<file path="config.mk">
export PLATFORM = sky130hd
export DESIGN_NAME = dac_host_end_flat
export DESIGN_NICKNAME = d
export VERILOG_FILES = /design/src/verilog/dac_link_pkg.sv /design/src/verilog/dac_link_if.sv /design/src/verilog/dac_host_end.sv /design/src/flat_wrapper.sv
export SDC_FILE = /design/constraint.sdc
export NUM_CORES = 1
export LEC_CHECK = 0
export ABC_AREA = 0
export BUFFER_PORTS_ARGS = -buffer_cell sky130_fd_sc_hd__clkbuf_2
export CORE_MARGIN = 1
export CORE_UTILIZATION = 56
export CTS_BUF_LIST = sky130_fd_sc_hd__clkbuf_4 sky130_fd_sc_hd__clkbuf_8
export CTS_CLUSTER_SIZE = 8
export DETAILED_ROUTE_END_ITERATION = 12
export PLACE_DENSITY = 0.9
export SETUP_SLACK_MARGIN = 0.5
export SLEW_MARGIN = 25
export SYNTH_ARGS = -nofsm -noshare
export SYNTH_HDL_FRONTEND = slang
export SYNTH_SLANG_ARGS = --single-unit
</file>
<file path="constraint.sdc">
create_clock -name mclk -period 2.5 [get_ports mclk]
set_clock_uncertainty 0.1 [all_clocks]
set_input_delay 0.375 -clock mclk [delete_from_list [all_inputs] [get_ports mclk]]
set_output_delay 0.375 -clock mclk [all_outputs]
set_load 0.005 [all_outputs]
</file>
<file path="src/verilog/dac_link_pkg.sv">
// shared constants and types for the quad converter serial link
package dac_link_pkg;
	localparam int         MCLK_NS        = 5;
	localparam int         CODE_W         = 8;
	localparam int         NUM_CH         = 4;
	localparam int         WORD_W         = 12;
	localparam int         FRAME_SHORT    = 12;
	localparam int         FRAME_LONG     = 16;
	localparam int         SEL_HI_BIT     = 11;
	localparam int         SEL_LO_BIT     = 10;
	localparam int         CMD_HI_BIT     = 9;
	localparam int         CMD_LO_BIT     = 8;
	localparam int         DATA_MSB       = 7;
	localparam logic [1:0] CMD_FROM_SHIFT = 2'h0;
	localparam logic [1:0] CMD_LOAD_INPUT = 2'h1;
	localparam logic [1:0] CMD_TRANSFER   = 2'h2;
	localparam logic [1:0] CMD_LOAD_BOTH  = 2'h3;
	localparam logic [1:0] SEL_MODE_RISE  = 2'h3;
	localparam logic [1:0] SEL_MODE_FALL  = 2'h2;
	localparam int         REF_SCALE      = 256;
	localparam int         SCLK_HALF_NS   = 40;
	localparam int         CS_SETUP_NS    = 40;
	localparam logic [3:0] HALF_LAST      = 4'((SCLK_HALF_NS + MCLK_NS - 1) / MCLK_NS - 1);
	localparam logic [3:0] SETUP_LAST     = 4'((CS_SETUP_NS + MCLK_NS - 1) / MCLK_NS - 1);
	localparam int         ADDR_W         = 4;
	localparam logic [3:0] REG_CMD        = 4'h0;
	localparam logic [3:0] REG_CTRL       = 4'h4;
	localparam logic [3:0] REG_STATUS     = 4'h8;
	localparam int         CTRL_W         = 4;
	localparam int         CTRL_FRAME16   = 0;
	localparam int         CTRL_HOLD_SEL  = 1;
	localparam int         CTRL_LOAD      = 2;
	localparam int         CTRL_WIPE      = 3;
	localparam logic [3:0] CTRL_RESET     = 4'h0;
	localparam logic [11:0] CMD_RESET     = 12'h000;
	localparam int         STAT_BUSY_BIT  = 0;
	localparam int         STAT_RX_LSB    = 16;
	localparam logic [1:0] RESP_OKAY      = 2'h0;
	localparam logic [1:0] RESP_SLVERR    = 2'h2;
	typedef logic [NUM_CH-1:0][CODE_W-1:0] code_bank_t;
	typedef logic [NUM_CH-1:0][15:0]       level_bank_t;
	typedef logic [WORD_W-1:0]             cmd_word_t;
endpackage

</file>
<file path="src/verilog/dac_link_if.sv">
// link wires between the serial controller and the quad converter
interface dac_link_if;
	logic ser_clk;
	logic ser_in;
	logic sel_n;
	logic hw_load_outputs_n;
	logic async_wipe_n;
	logic ser_out;
	modport host (
		output ser_clk,
		output ser_in,
		output sel_n,
		output hw_load_outputs_n,
		output async_wipe_n,
		input  ser_out
	);
	modport dev (
		input  ser_clk,
		input  ser_in,
		input  sel_n,
		input  hw_load_outputs_n,
		input  async_wipe_n,
		output ser_out
	);
endinterface

</file>
<file path="src/verilog/dac_host_end.sv">
// serial controller for the quad converter, commanded over axi4-lite
module dac_host_end (
	input  wire logic                         mclk,
	input  wire logic                         rst_n,
	dac_link_if.host                          link,
	input  wire logic                         awvalid,
	output logic                              awready,
	input  wire logic [dac_link_pkg::ADDR_W-1:0] awaddr,
	input  wire logic                         wvalid,
	output logic                              wready,
	input  wire logic [31:0]                  wdata,
	input  wire logic [3:0]                   wstrb,
	output logic                              bvalid,
	input  wire logic                         bready,
	output logic [1:0]                        bresp,
	input  wire logic                         arvalid,
	output logic                              arready,
	input  wire logic [dac_link_pkg::ADDR_W-1:0] araddr,
	output logic                              rvalid,
	input  wire logic                         rready,
	output logic [31:0]                       rdata,
	output logic [1:0]                        rresp
);
	import dac_link_pkg::*;

	typedef enum logic [2:0] {H_IDLE, H_SETUP, H_HIGH, H_LOW, H_END, H_GAP} host_fsm_t;

	typedef struct packed {
		logic              sout_s1;
		logic              sout_s2;
		host_fsm_t         fsm;
		logic [3:0]        cnt;
		logic [4:0]        bits;
		logic [15:0]       tx;
		cmd_word_t         rx;
		logic              sclk;
		logic              sdata;
		logic              sel_n;
		logic [CTRL_W-1:0] ctrl;
		cmd_word_t         cmd;
		logic              aw_got;
		logic [ADDR_W-1:0] waddr;
		logic              w_got;
		logic [31:0]       wbuf;
		logic [3:0]        wmask;
		logic              bvalid;
		logic [1:0]        bresp;
		logic              rvalid;
		logic [31:0]       rdata;
		logic [1:0]        rresp;
	} host_state_t;

	host_state_t st;
	host_state_t next_st;
	logic        start;
	logic        tick;
	logic [31:0] merged;

	function automatic logic [31:0] strb_merge(logic [31:0] old, logic [31:0] nw,
			logic [3:0] strb);
		logic [31:0] r;
		r = old;
		for (int i = 0; i < 4; i++) begin
			if (strb[i])
				r[i*8 +: 8] = nw[i*8 +: 8];
		end
		return r;
	endfunction

	assign awready                = ~st.aw_got;
	assign wready                 = ~st.w_got;
	assign bvalid                 = st.bvalid;
	assign bresp                  = st.bresp;
	assign arready                = ~st.rvalid;
	assign rvalid                 = st.rvalid;
	assign rdata                  = st.rdata;
	assign rresp                  = st.rresp;
	assign link.ser_clk           = st.sclk;
	assign link.ser_in            = st.sdata;
	assign link.sel_n             = st.sel_n;
	assign link.hw_load_outputs_n = ~st.ctrl[CTRL_LOAD];
	assign link.async_wipe_n      = ~st.ctrl[CTRL_WIPE];

	always_comb begin
		next_st = st;
		start = 1'b0;
		merged = 32'h0;
		tick = (st.cnt == 4'h0);
		next_st.sout_s1 = link.ser_out;
		next_st.sout_s2 = st.sout_s1;
		if (awvalid && !st.aw_got) begin
			next_st.aw_got = 1'b1;
			next_st.waddr = awaddr;
		end
		if (wvalid && !st.w_got) begin
			next_st.w_got = 1'b1;
			next_st.wbuf = wdata;
			next_st.wmask = wstrb;
		end
		if (st.bvalid && bready)
			next_st.bvalid = 1'b0;
		if (st.aw_got && st.w_got && !st.bvalid) begin
			next_st.aw_got = 1'b0;
			next_st.w_got = 1'b0;
			next_st.bvalid = 1'b1;
			next_st.bresp = RESP_OKAY;
			case (st.waddr)
				REG_CMD: begin
					merged = strb_merge(32'(st.cmd), st.wbuf, st.wmask);
					if (st.fsm == H_IDLE) begin
						next_st.cmd = merged[WORD_W-1:0];
						start = 1'b1;
					end else
						next_st.bresp = RESP_SLVERR;
				end
				REG_CTRL: begin
					merged = strb_merge(32'(st.ctrl), st.wbuf, st.wmask);
					next_st.ctrl = merged[CTRL_W-1:0];
				end
				REG_STATUS: ;
				default: next_st.bresp = RESP_SLVERR;
			endcase
		end
		if (st.rvalid && rready)
			next_st.rvalid = 1'b0;
		if (arvalid && !st.rvalid) begin
			next_st.rvalid = 1'b1;
			next_st.rresp = RESP_OKAY;
			case (araddr)
				REG_CMD: next_st.rdata = 32'(st.cmd);
				REG_CTRL: next_st.rdata = 32'(st.ctrl);
				REG_STATUS: begin
					next_st.rdata = 32'h0;
					next_st.rdata[STAT_RX_LSB +: WORD_W] = st.rx;
					next_st.rdata[STAT_BUSY_BIT] = (st.fsm != H_IDLE);
				end
				default: begin
					next_st.rdata = 32'h0;
					next_st.rresp = RESP_SLVERR;
				end
			endcase
		end
		if (st.fsm != H_IDLE)
			next_st.cnt = tick ? HALF_LAST : st.cnt - 4'h1;
		// clock idles low, data changes on fall, sampled on rise
		unique case (st.fsm)
			H_IDLE: begin
				if (start) begin
					next_st.tx = st.ctrl[CTRL_FRAME16] ? {4'h0, next_st.cmd}
						: {next_st.cmd, 4'h0};
					next_st.bits = st.ctrl[CTRL_FRAME16] ? 5'(FRAME_LONG) : 5'(FRAME_SHORT);
					next_st.sel_n = 1'b0;
					next_st.sdata = next_st.tx[15];
					next_st.cnt = SETUP_LAST;
					next_st.fsm = H_SETUP;
				end else if (!st.sel_n && !st.ctrl[CTRL_HOLD_SEL]) begin
					next_st.cnt = HALF_LAST;
					next_st.fsm = H_END;
				end
			end
			H_SETUP, H_LOW: begin
				if (tick) begin
					next_st.sclk = 1'b1;
					next_st.rx = {st.rx[WORD_W-2:0], st.sout_s2};
					next_st.fsm = H_HIGH;
				end
			end
			H_HIGH: begin
				if (tick) begin
					next_st.sclk = 1'b0;
					next_st.tx = {st.tx[14:0], 1'b0};
					next_st.bits = st.bits - 5'h1;
					if (st.bits == 5'h1)
						next_st.fsm = H_END;
					else begin
						next_st.sdata = st.tx[14];
						next_st.fsm = H_LOW;
					end
				end
			end
			H_END: begin
				if (tick) begin
					if (!st.ctrl[CTRL_HOLD_SEL]) begin
						next_st.sel_n = 1'b1;
						next_st.fsm = H_GAP;
					end else
						next_st.fsm = H_IDLE;
				end
			end
			H_GAP: begin
				if (tick)
					next_st.fsm = H_IDLE;
			end
		endcase
		// wipe and load levels follow ctrl at any time
	end

	always_ff @(posedge mclk) begin
		if (!rst_n) begin
			st <= '0;
			st.fsm <= H_IDLE;
			st.sel_n <= 1'b1;
			st.ctrl <= CTRL_RESET;
			st.cmd <= CMD_RESET;
		end else
			st <= next_st;
	end
endmodule

</file>
<file path="src/flat_wrapper.sv">
// flat-port wrapper written by rule: the top's interface ports become plain ports
module dac_host_end_flat import dac_link_pkg::*;
  (mclk, rst_n, awvalid, awready, awaddr, wvalid, wready, wdata, wstrb, bvalid, bready, bresp, arvalid, arready, araddr, rvalid, rready, rdata, rresp, link_ser_clk, link_ser_in, link_sel_n, link_hw_load_outputs_n, link_async_wipe_n, link_ser_out);
  dac_link_if link_i ();
  input  wire logic mclk;
  input  wire logic rst_n;
  input  wire logic awvalid;
  output logic awready;
  input  wire logic [dac_link_pkg::ADDR_W-1:0] awaddr;
  input  wire logic wvalid;
  output logic wready;
  input  wire logic [31:0] wdata;
  input  wire logic [3:0] wstrb;
  output logic bvalid;
  input  wire logic bready;
  output logic [1:0] bresp;
  input  wire logic arvalid;
  output logic arready;
  input  wire logic [dac_link_pkg::ADDR_W-1:0] araddr;
  output logic rvalid;
  input  wire logic rready;
  output logic [31:0] rdata;
  output logic [1:0] rresp;
  output wire logic [$bits(link_i.ser_clk)-1:0] link_ser_clk;
  output wire logic [$bits(link_i.ser_in)-1:0] link_ser_in;
  output wire logic [$bits(link_i.sel_n)-1:0] link_sel_n;
  output wire logic [$bits(link_i.hw_load_outputs_n)-1:0] link_hw_load_outputs_n;
  output wire logic [$bits(link_i.async_wipe_n)-1:0] link_async_wipe_n;
  input wire logic [$bits(link_i.ser_out)-1:0] link_ser_out;
  assign link_ser_clk = link_i.ser_clk;
  assign link_ser_in = link_i.ser_in;
  assign link_sel_n = link_i.sel_n;
  assign link_hw_load_outputs_n = link_i.hw_load_outputs_n;
  assign link_async_wipe_n = link_i.async_wipe_n;
  assign link_i.ser_out = link_ser_out;
  dac_host_end u_core (.mclk(mclk), .rst_n(rst_n), .link(link_i), .awvalid(awvalid), .awready(awready), .awaddr(awaddr), .wvalid(wvalid), .wready(wready), .wdata(wdata), .wstrb(wstrb), .bvalid(bvalid), .bready(bready), .bresp(bresp), .arvalid(arvalid), .arready(arready), .araddr(araddr), .rvalid(rvalid), .rready(rready), .rdata(rdata), .rresp(rresp));
endmodule
</file>
Word level (Yosys, flattened, before mapping)
Index checks and enable logic that the tools add are counted.
{ "op_classes": {"addsub": 2, "muxes": 43, "n_bitwise": 6, "n_reduce_logical": 35, "n_eq_ne": 18} }
{ "op_table": {"columns": ["operator", "n"], "rows": [
  ["28-bit case mux with 3 select lines", 1],
  ["21-bit two-way mux", 2],
  ["21-bit case mux with 2 select lines", 1],
  ["35-bit two-way mux", 1],
  ["12-bit two-way mux", 2],
  ["3-bit two-way mux", 7],
  ["16-bit two-way mux", 1],
  ["4-bit two-way mux", 4],
  ["3-bit case mux with 5 select lines", 1],
  ["7-bit two-way mux", 2],
  ["13-bit two-way mux", 1],
  ["4-bit zero test", 3],
  ["5-bit two-way mux", 2],
  ["2-bit by 1-bit != test with 1-bit output (second input constant)", 5],
  ["2-bit nonzero test", 5],
  ["1-bit two-way mux", 9],
  ["3-bit AND reduction", 3],
  ["4-bit by 3-bit == test with 1-bit output (second input constant)", 2],
  ["4-bit == test (second input constant)", 2],
  ["1-bit logical AND", 8],
  ["2-bit two-way mux", 4],
  ["8-bit two-way mux", 1],
  ["4-bit AND reduction", 2],
  ["3-bit by 2-bit == test with 1-bit output (second input constant)", 2],
  ["17 further kinds", 33]
]} }
{ "word_totals": {"out_inout_bits": 46, "regBits": 118, "elab_cells": 126} }

Logic depth before layout (Yosys ltp)
{ "logic_depth": {"ltp_word": 7, "mapped_depth": 8, "depth_no_buf": 7} }

Worst setup path before layout
OpenSTA, ideal clock, no wires.
{ "synth_timing": {"kind": "reg-to-reg", "startpoint": "register u_core.st[132] in the netlist's numbering", "endpoint": "register u_core.st[115] in the netlist's numbering", "path_slack_ns": 0.486, "path_stages_with_launch": 9, "n_path_buf": 1, "arrival_ns": 1.796, "setup_ns": 0.119, "t_required_ns": 2.281, "path_cell_list": "dfxtp_1 inv_1 ha_1 nor3b_1 nand2_1 nand2_2 buf_6 o2111ai_1 o221a_2"} }
{ "synth_between": {"elab_chain_cells": 3} }
{ "synth_lines": {"columns": ["element", "line_no", "rtl"], "rows": [
  ["start: declaration", "dac_host_end.sv:53", "host_state_t st;"],
  ["start signal: assignment", "dac_host_end.sv:206", "st <= next_st;"],
  ["4-bit zero test", "dac_host_end.sv:88", "tick = (st.cnt == 4'h0);"],
  ["2-bit by 1-bit != test with 1-bit output (no line)", null, null],
  ["3-bit AND reduction (no line)", null, null]
]} }
Every way passes these cells.
A chain may end at the register's enable or synchronous reset.

Worst setup path in the final report
{ "layout_timing": {"startpoint": "register u_core.st[78] in the netlist's numbering", "endpoint": "register u_core.st[118] in the netlist's numbering"} }
{ "layout_between": {"elab_chain_cells": 6, "elab_cells_between_ends": 10, "cone_classes": "eq/ne (1); mux (7); reduce/logical (2)"} }
{ "layout_lines": {"columns": ["element", "line_no", "rtl"], "rows": [
  ["4-bit zero test *", "dac_host_end.sv:107", "case (st.waddr)"],
  ["12-bit two-way mux", "dac_host_end.sv:107", null],
  ["13-bit two-way mux", "dac_host_end.sv:102", "if (st.aw_got && st.w_got && !st.bvalid) begin"],
  ["16-bit two-way mux", "dac_host_end.sv:149", "next_st.tx = st.ctrl[CTRL_FRAME16] ? {4'h0, next_st.cmd}"],
  ["21-bit two-way mux", "dac_host_end.sv:148", "if (start) begin"],
  ["21-bit case mux with 2 select lines", "dac_host_end.sv:146", "unique case (st.fsm)"]
]} }
Every way passes the cells marked *; elsewhere a longest branch is shown, timed or not. The select of a mux whose other input is x is not followed.

==> results.md <==
* Register area share after synthesis at 46.2%
* Power Internal at 2.78 mW
* Post-synth EDFFs at 0
* Post-synth cell types at 48
* Most common cell in the netlist: dfxtp_1
* Slew headroom at 58.3%
* GP Congestion at 0.830
* Layout cells sized above 1 at 24.4%
* Worst-Margin Slew at 623 ps
* Clock group share of total power at 27.5%
* Synthesis-to-layout area growth at 14.2%
* Die area at 0.00873 sq mm
* GR Overflow Total at 0
* Hold_buf cts at 0
* Worst Path Max Fanout at 6
* Root Driver: clkbuf_8
* Top-area cell type share of the netlist area at 46.2%
* Slowest stage cell, crit path: dfxtp_2
* Power density cells at 774 mW/mm^2
* Avg WL per Cell at 16.5 microns
* CTS tree: yes
* Vias in the first global route at 3689
* Net Sw Frac at 32.8%
* Initial antenna violation count at 0
* Reg power frac at 47.8%
* Routed vias/inst at 5.83
* Fmax achieved at 505 MHz
* Starting DRT DRC Count at 326
* Max-cap viol count at 0
* Cell taking the most area after synthesis: dfxtp_1
* Fin crit share at 79.3%
* Fin. Hold Viols at 0
* Worst path arrival time at 2160 ps
* Total GRT Usage at 25.0%
* Worst-path cell chain: nor4_4, buf_6, nand4_4, buf_12, mux2i_2, nor2_1, o221a_2
* Clock buffer depth at 2
* Final Non-Filler Cells at 693
* Die Ht at 93.4 microns
* # setup viols final at 0
* Total core area at 0.00789 sq mm
* GR Util met3 at 4.47%
* Drt pass-1 iters at 4
* Worst VDD drop at 0.374 mV
* Post-Place Cells at 668
* Initial core utilization at 59.4%
* CTS Buf Count at 9
* H-tree level count at 3
* # IOs at 98
* Final nets at 641
* Via count at 4040
* Combinational Power Share at 24.7%
* Setup TNS at 0 ps
* Top cells by count, synth: dfxtp_1, nand2_1, nor2_1, a21oi_1, buf_4
* Detailed Route WL at 11400 microns
* Standard-cell row count at 32
* CP endpoint kind: register
* Fillcell total at 562
* Global-route wire length before repair at 17100 microns
* Avg Inst Size Synth at 8.54 sq um
* #FFs+latches synth at 108
* Clock Latency Late Sink at 380 ps
* Hold WC Path Type: in -> reg
* Run status: completed
* Grt peak-use layer: met2
* Static leakage power at 2.15 nW
* Clock transition at path regs at 110 ps
* WS Path Type: reg -> reg
* Ys flop type: dfxtp_1
* Port bufs at 65
* RSZ-0062 raised after global routing: yes
* Number of remaining DRC errors at 0
* N_diodes at 0
* Top post-synthesis cells by area: dfxtp_1, nand2_1, nor2_1
* Met2 global-route usage at 42.0%
* Grt met1 use at 30.9%
* Max Slew Vio Count at 0
* Async SR Flop Fraction at 0%
* Synth warn at 0
* Antenna Nets Post-Route at 0
* Post-Syn Instances at 548
* Crit start category: register
* Period minus WS final at 1980 ps
* Die X at 93.4 microns
* Critical path's largest stage delay at 370 ps
* Clock Sinks at 108
* Cell Area, Synth at 0.00468 sq mm
* Dpl hpwl at 7130 microns
* Largest net degree at the start of global routing at 43
* NetSw at 1.36 mW
* Worst EP required at 2680 ps
-- power groups by stage --
stage	registers, mW	clock network, mW	logic [mW]
after CTS	1.96	1.14	0.870
after global placement	1.99	0	0.781
after global routing	1.99	1.21	1.11
final	1.98	1.14	1.02
after floorplan	1.96	0	0.622
after detailed placement	1.99	0	0.815
-- routing by layer --
| metal | routed length, microns | share of wire, % |
|---|---|---|
| met1 | 4670 | 41 |
| met2 | 5740 | 50 |
| met3 | 710 | 6.2 |
| met4 | 290 | 2.5 |
| met5 | 0 | 0 |
-- cell families (layout without fill, tap and decap cells) --
logic type	Yosys count	count (layout)	share of synthesized area [%]
AOI/OAI and AO/OA	121	121	17.6
other	1	10	0.0801
DFF	108	108	46.2
buffers and inverters	80	114	9.70
adders and majority gates	3	3	0.802
muxes	24	24	5.13
and+or+nand+nor	211	211	20.5
-- registers in the layout, indices dropped and copies added, names as in the netlist --
signal / count
u_core.bresp: 1
u_core.bvalid: 1
u_core.link.sel_n: 1
u_core.link.ser_clk: 1
u_core.link.ser_in: 1
u_core.next_st: 1
u_core.rdata: 24
u_core.rresp: 1
u_core.rvalid: 1
u_core.st: 76
-- cells in the final DEF (no fill, tap or decap), drive strengths merged, types with 5 or more instances in the layout --
| cell | netlist | final |
|---|---|---|
| inv | 12 | 17 |
| dfxtp | 108 | 108 |
| a22oi | 24 | 24 |
| a21oi | 46 | 46 |
| nor3b | 5 | 5 |
| o221a | 9 | 9 |
| buf | 47 | 19 |
| nor3 | 8 | 8 |
| o2111ai | 8 | 8 |
| nand2 | 82 | 82 |
| mux2i | 24 | 24 |
| conb | 1 | 10 |
| clkbuf | 21 | 76 |
| o21ai | 11 | 11 |
| nor2 | 79 | 79 |
| and2 | 5 | 5 |
| nand3 | 10 | 10 |
-- final timing paths --
check	startpoint	end	cells past startpoint	slack, ps
worst max-delay path	u_core.st[78]$_SDFFE_PN0P_	u_core.st[118]$_SDFFE_PN0P_	7	520
worst min-delay path	link_ser_out	u_core.next_st[139]$_SDFF_PN0_	2	100
worst max register to register	u_core.st[78]$_SDFFE_PN0P_	u_core.st[118]$_SDFFE_PN0P_	7	520
worst min register to register	u_core.next_st[139]$_SDFF_PN0_	u_core.st[139]$_SDFF_PN0_	1	340
-- final cells by class --
cell class	count	area, sq um	area share, %
Tap cell	102	128	2.39
Timing Repair Buffer	86	554	10.4
Clock inverter	7	86.3	1.62
Clock buffer	9	124	2.32
Sequential cell	108	2170	40.5
Inverter	12	45.0	0.843
Multi-Input combinational cell	369	2240	41.9
-- stage by stage --
stage                     hold WS [ps]  total power, mW  area, sq um  utilization, %  worst slack [ps]
after global placement             317             2.77         4860            61.6               431
after detailed placement           321             2.81         4860            61.6               334
after CTS                         85.3             3.97         5130            65.0               496
after floorplan                    312             2.58         4720               -               650
final                              100             4.14         5350            67.8               518
after global routing              96.7             4.32         5350            67.8               453
-- critical path: cells and delay by family, from the launching register on --
kind                   cells  cell delay, ps
AO/OA/AOI/OAI              1             260
buffers and inverters      2             400
flip-flops                 1             370
multiplexers               1             190
AND/OR/NAND/NOR            3             570
-- timing repair --
action	in CTS	in global routing
cloned	0	2
hold endpoints to repair	0	0
endpoints found under the setup margin	15	42
buffers inserted	4	3
pin swaps	2	2
gates resized for setup	5	35
No activity file was read; power rests on OpenSTA's default activity.
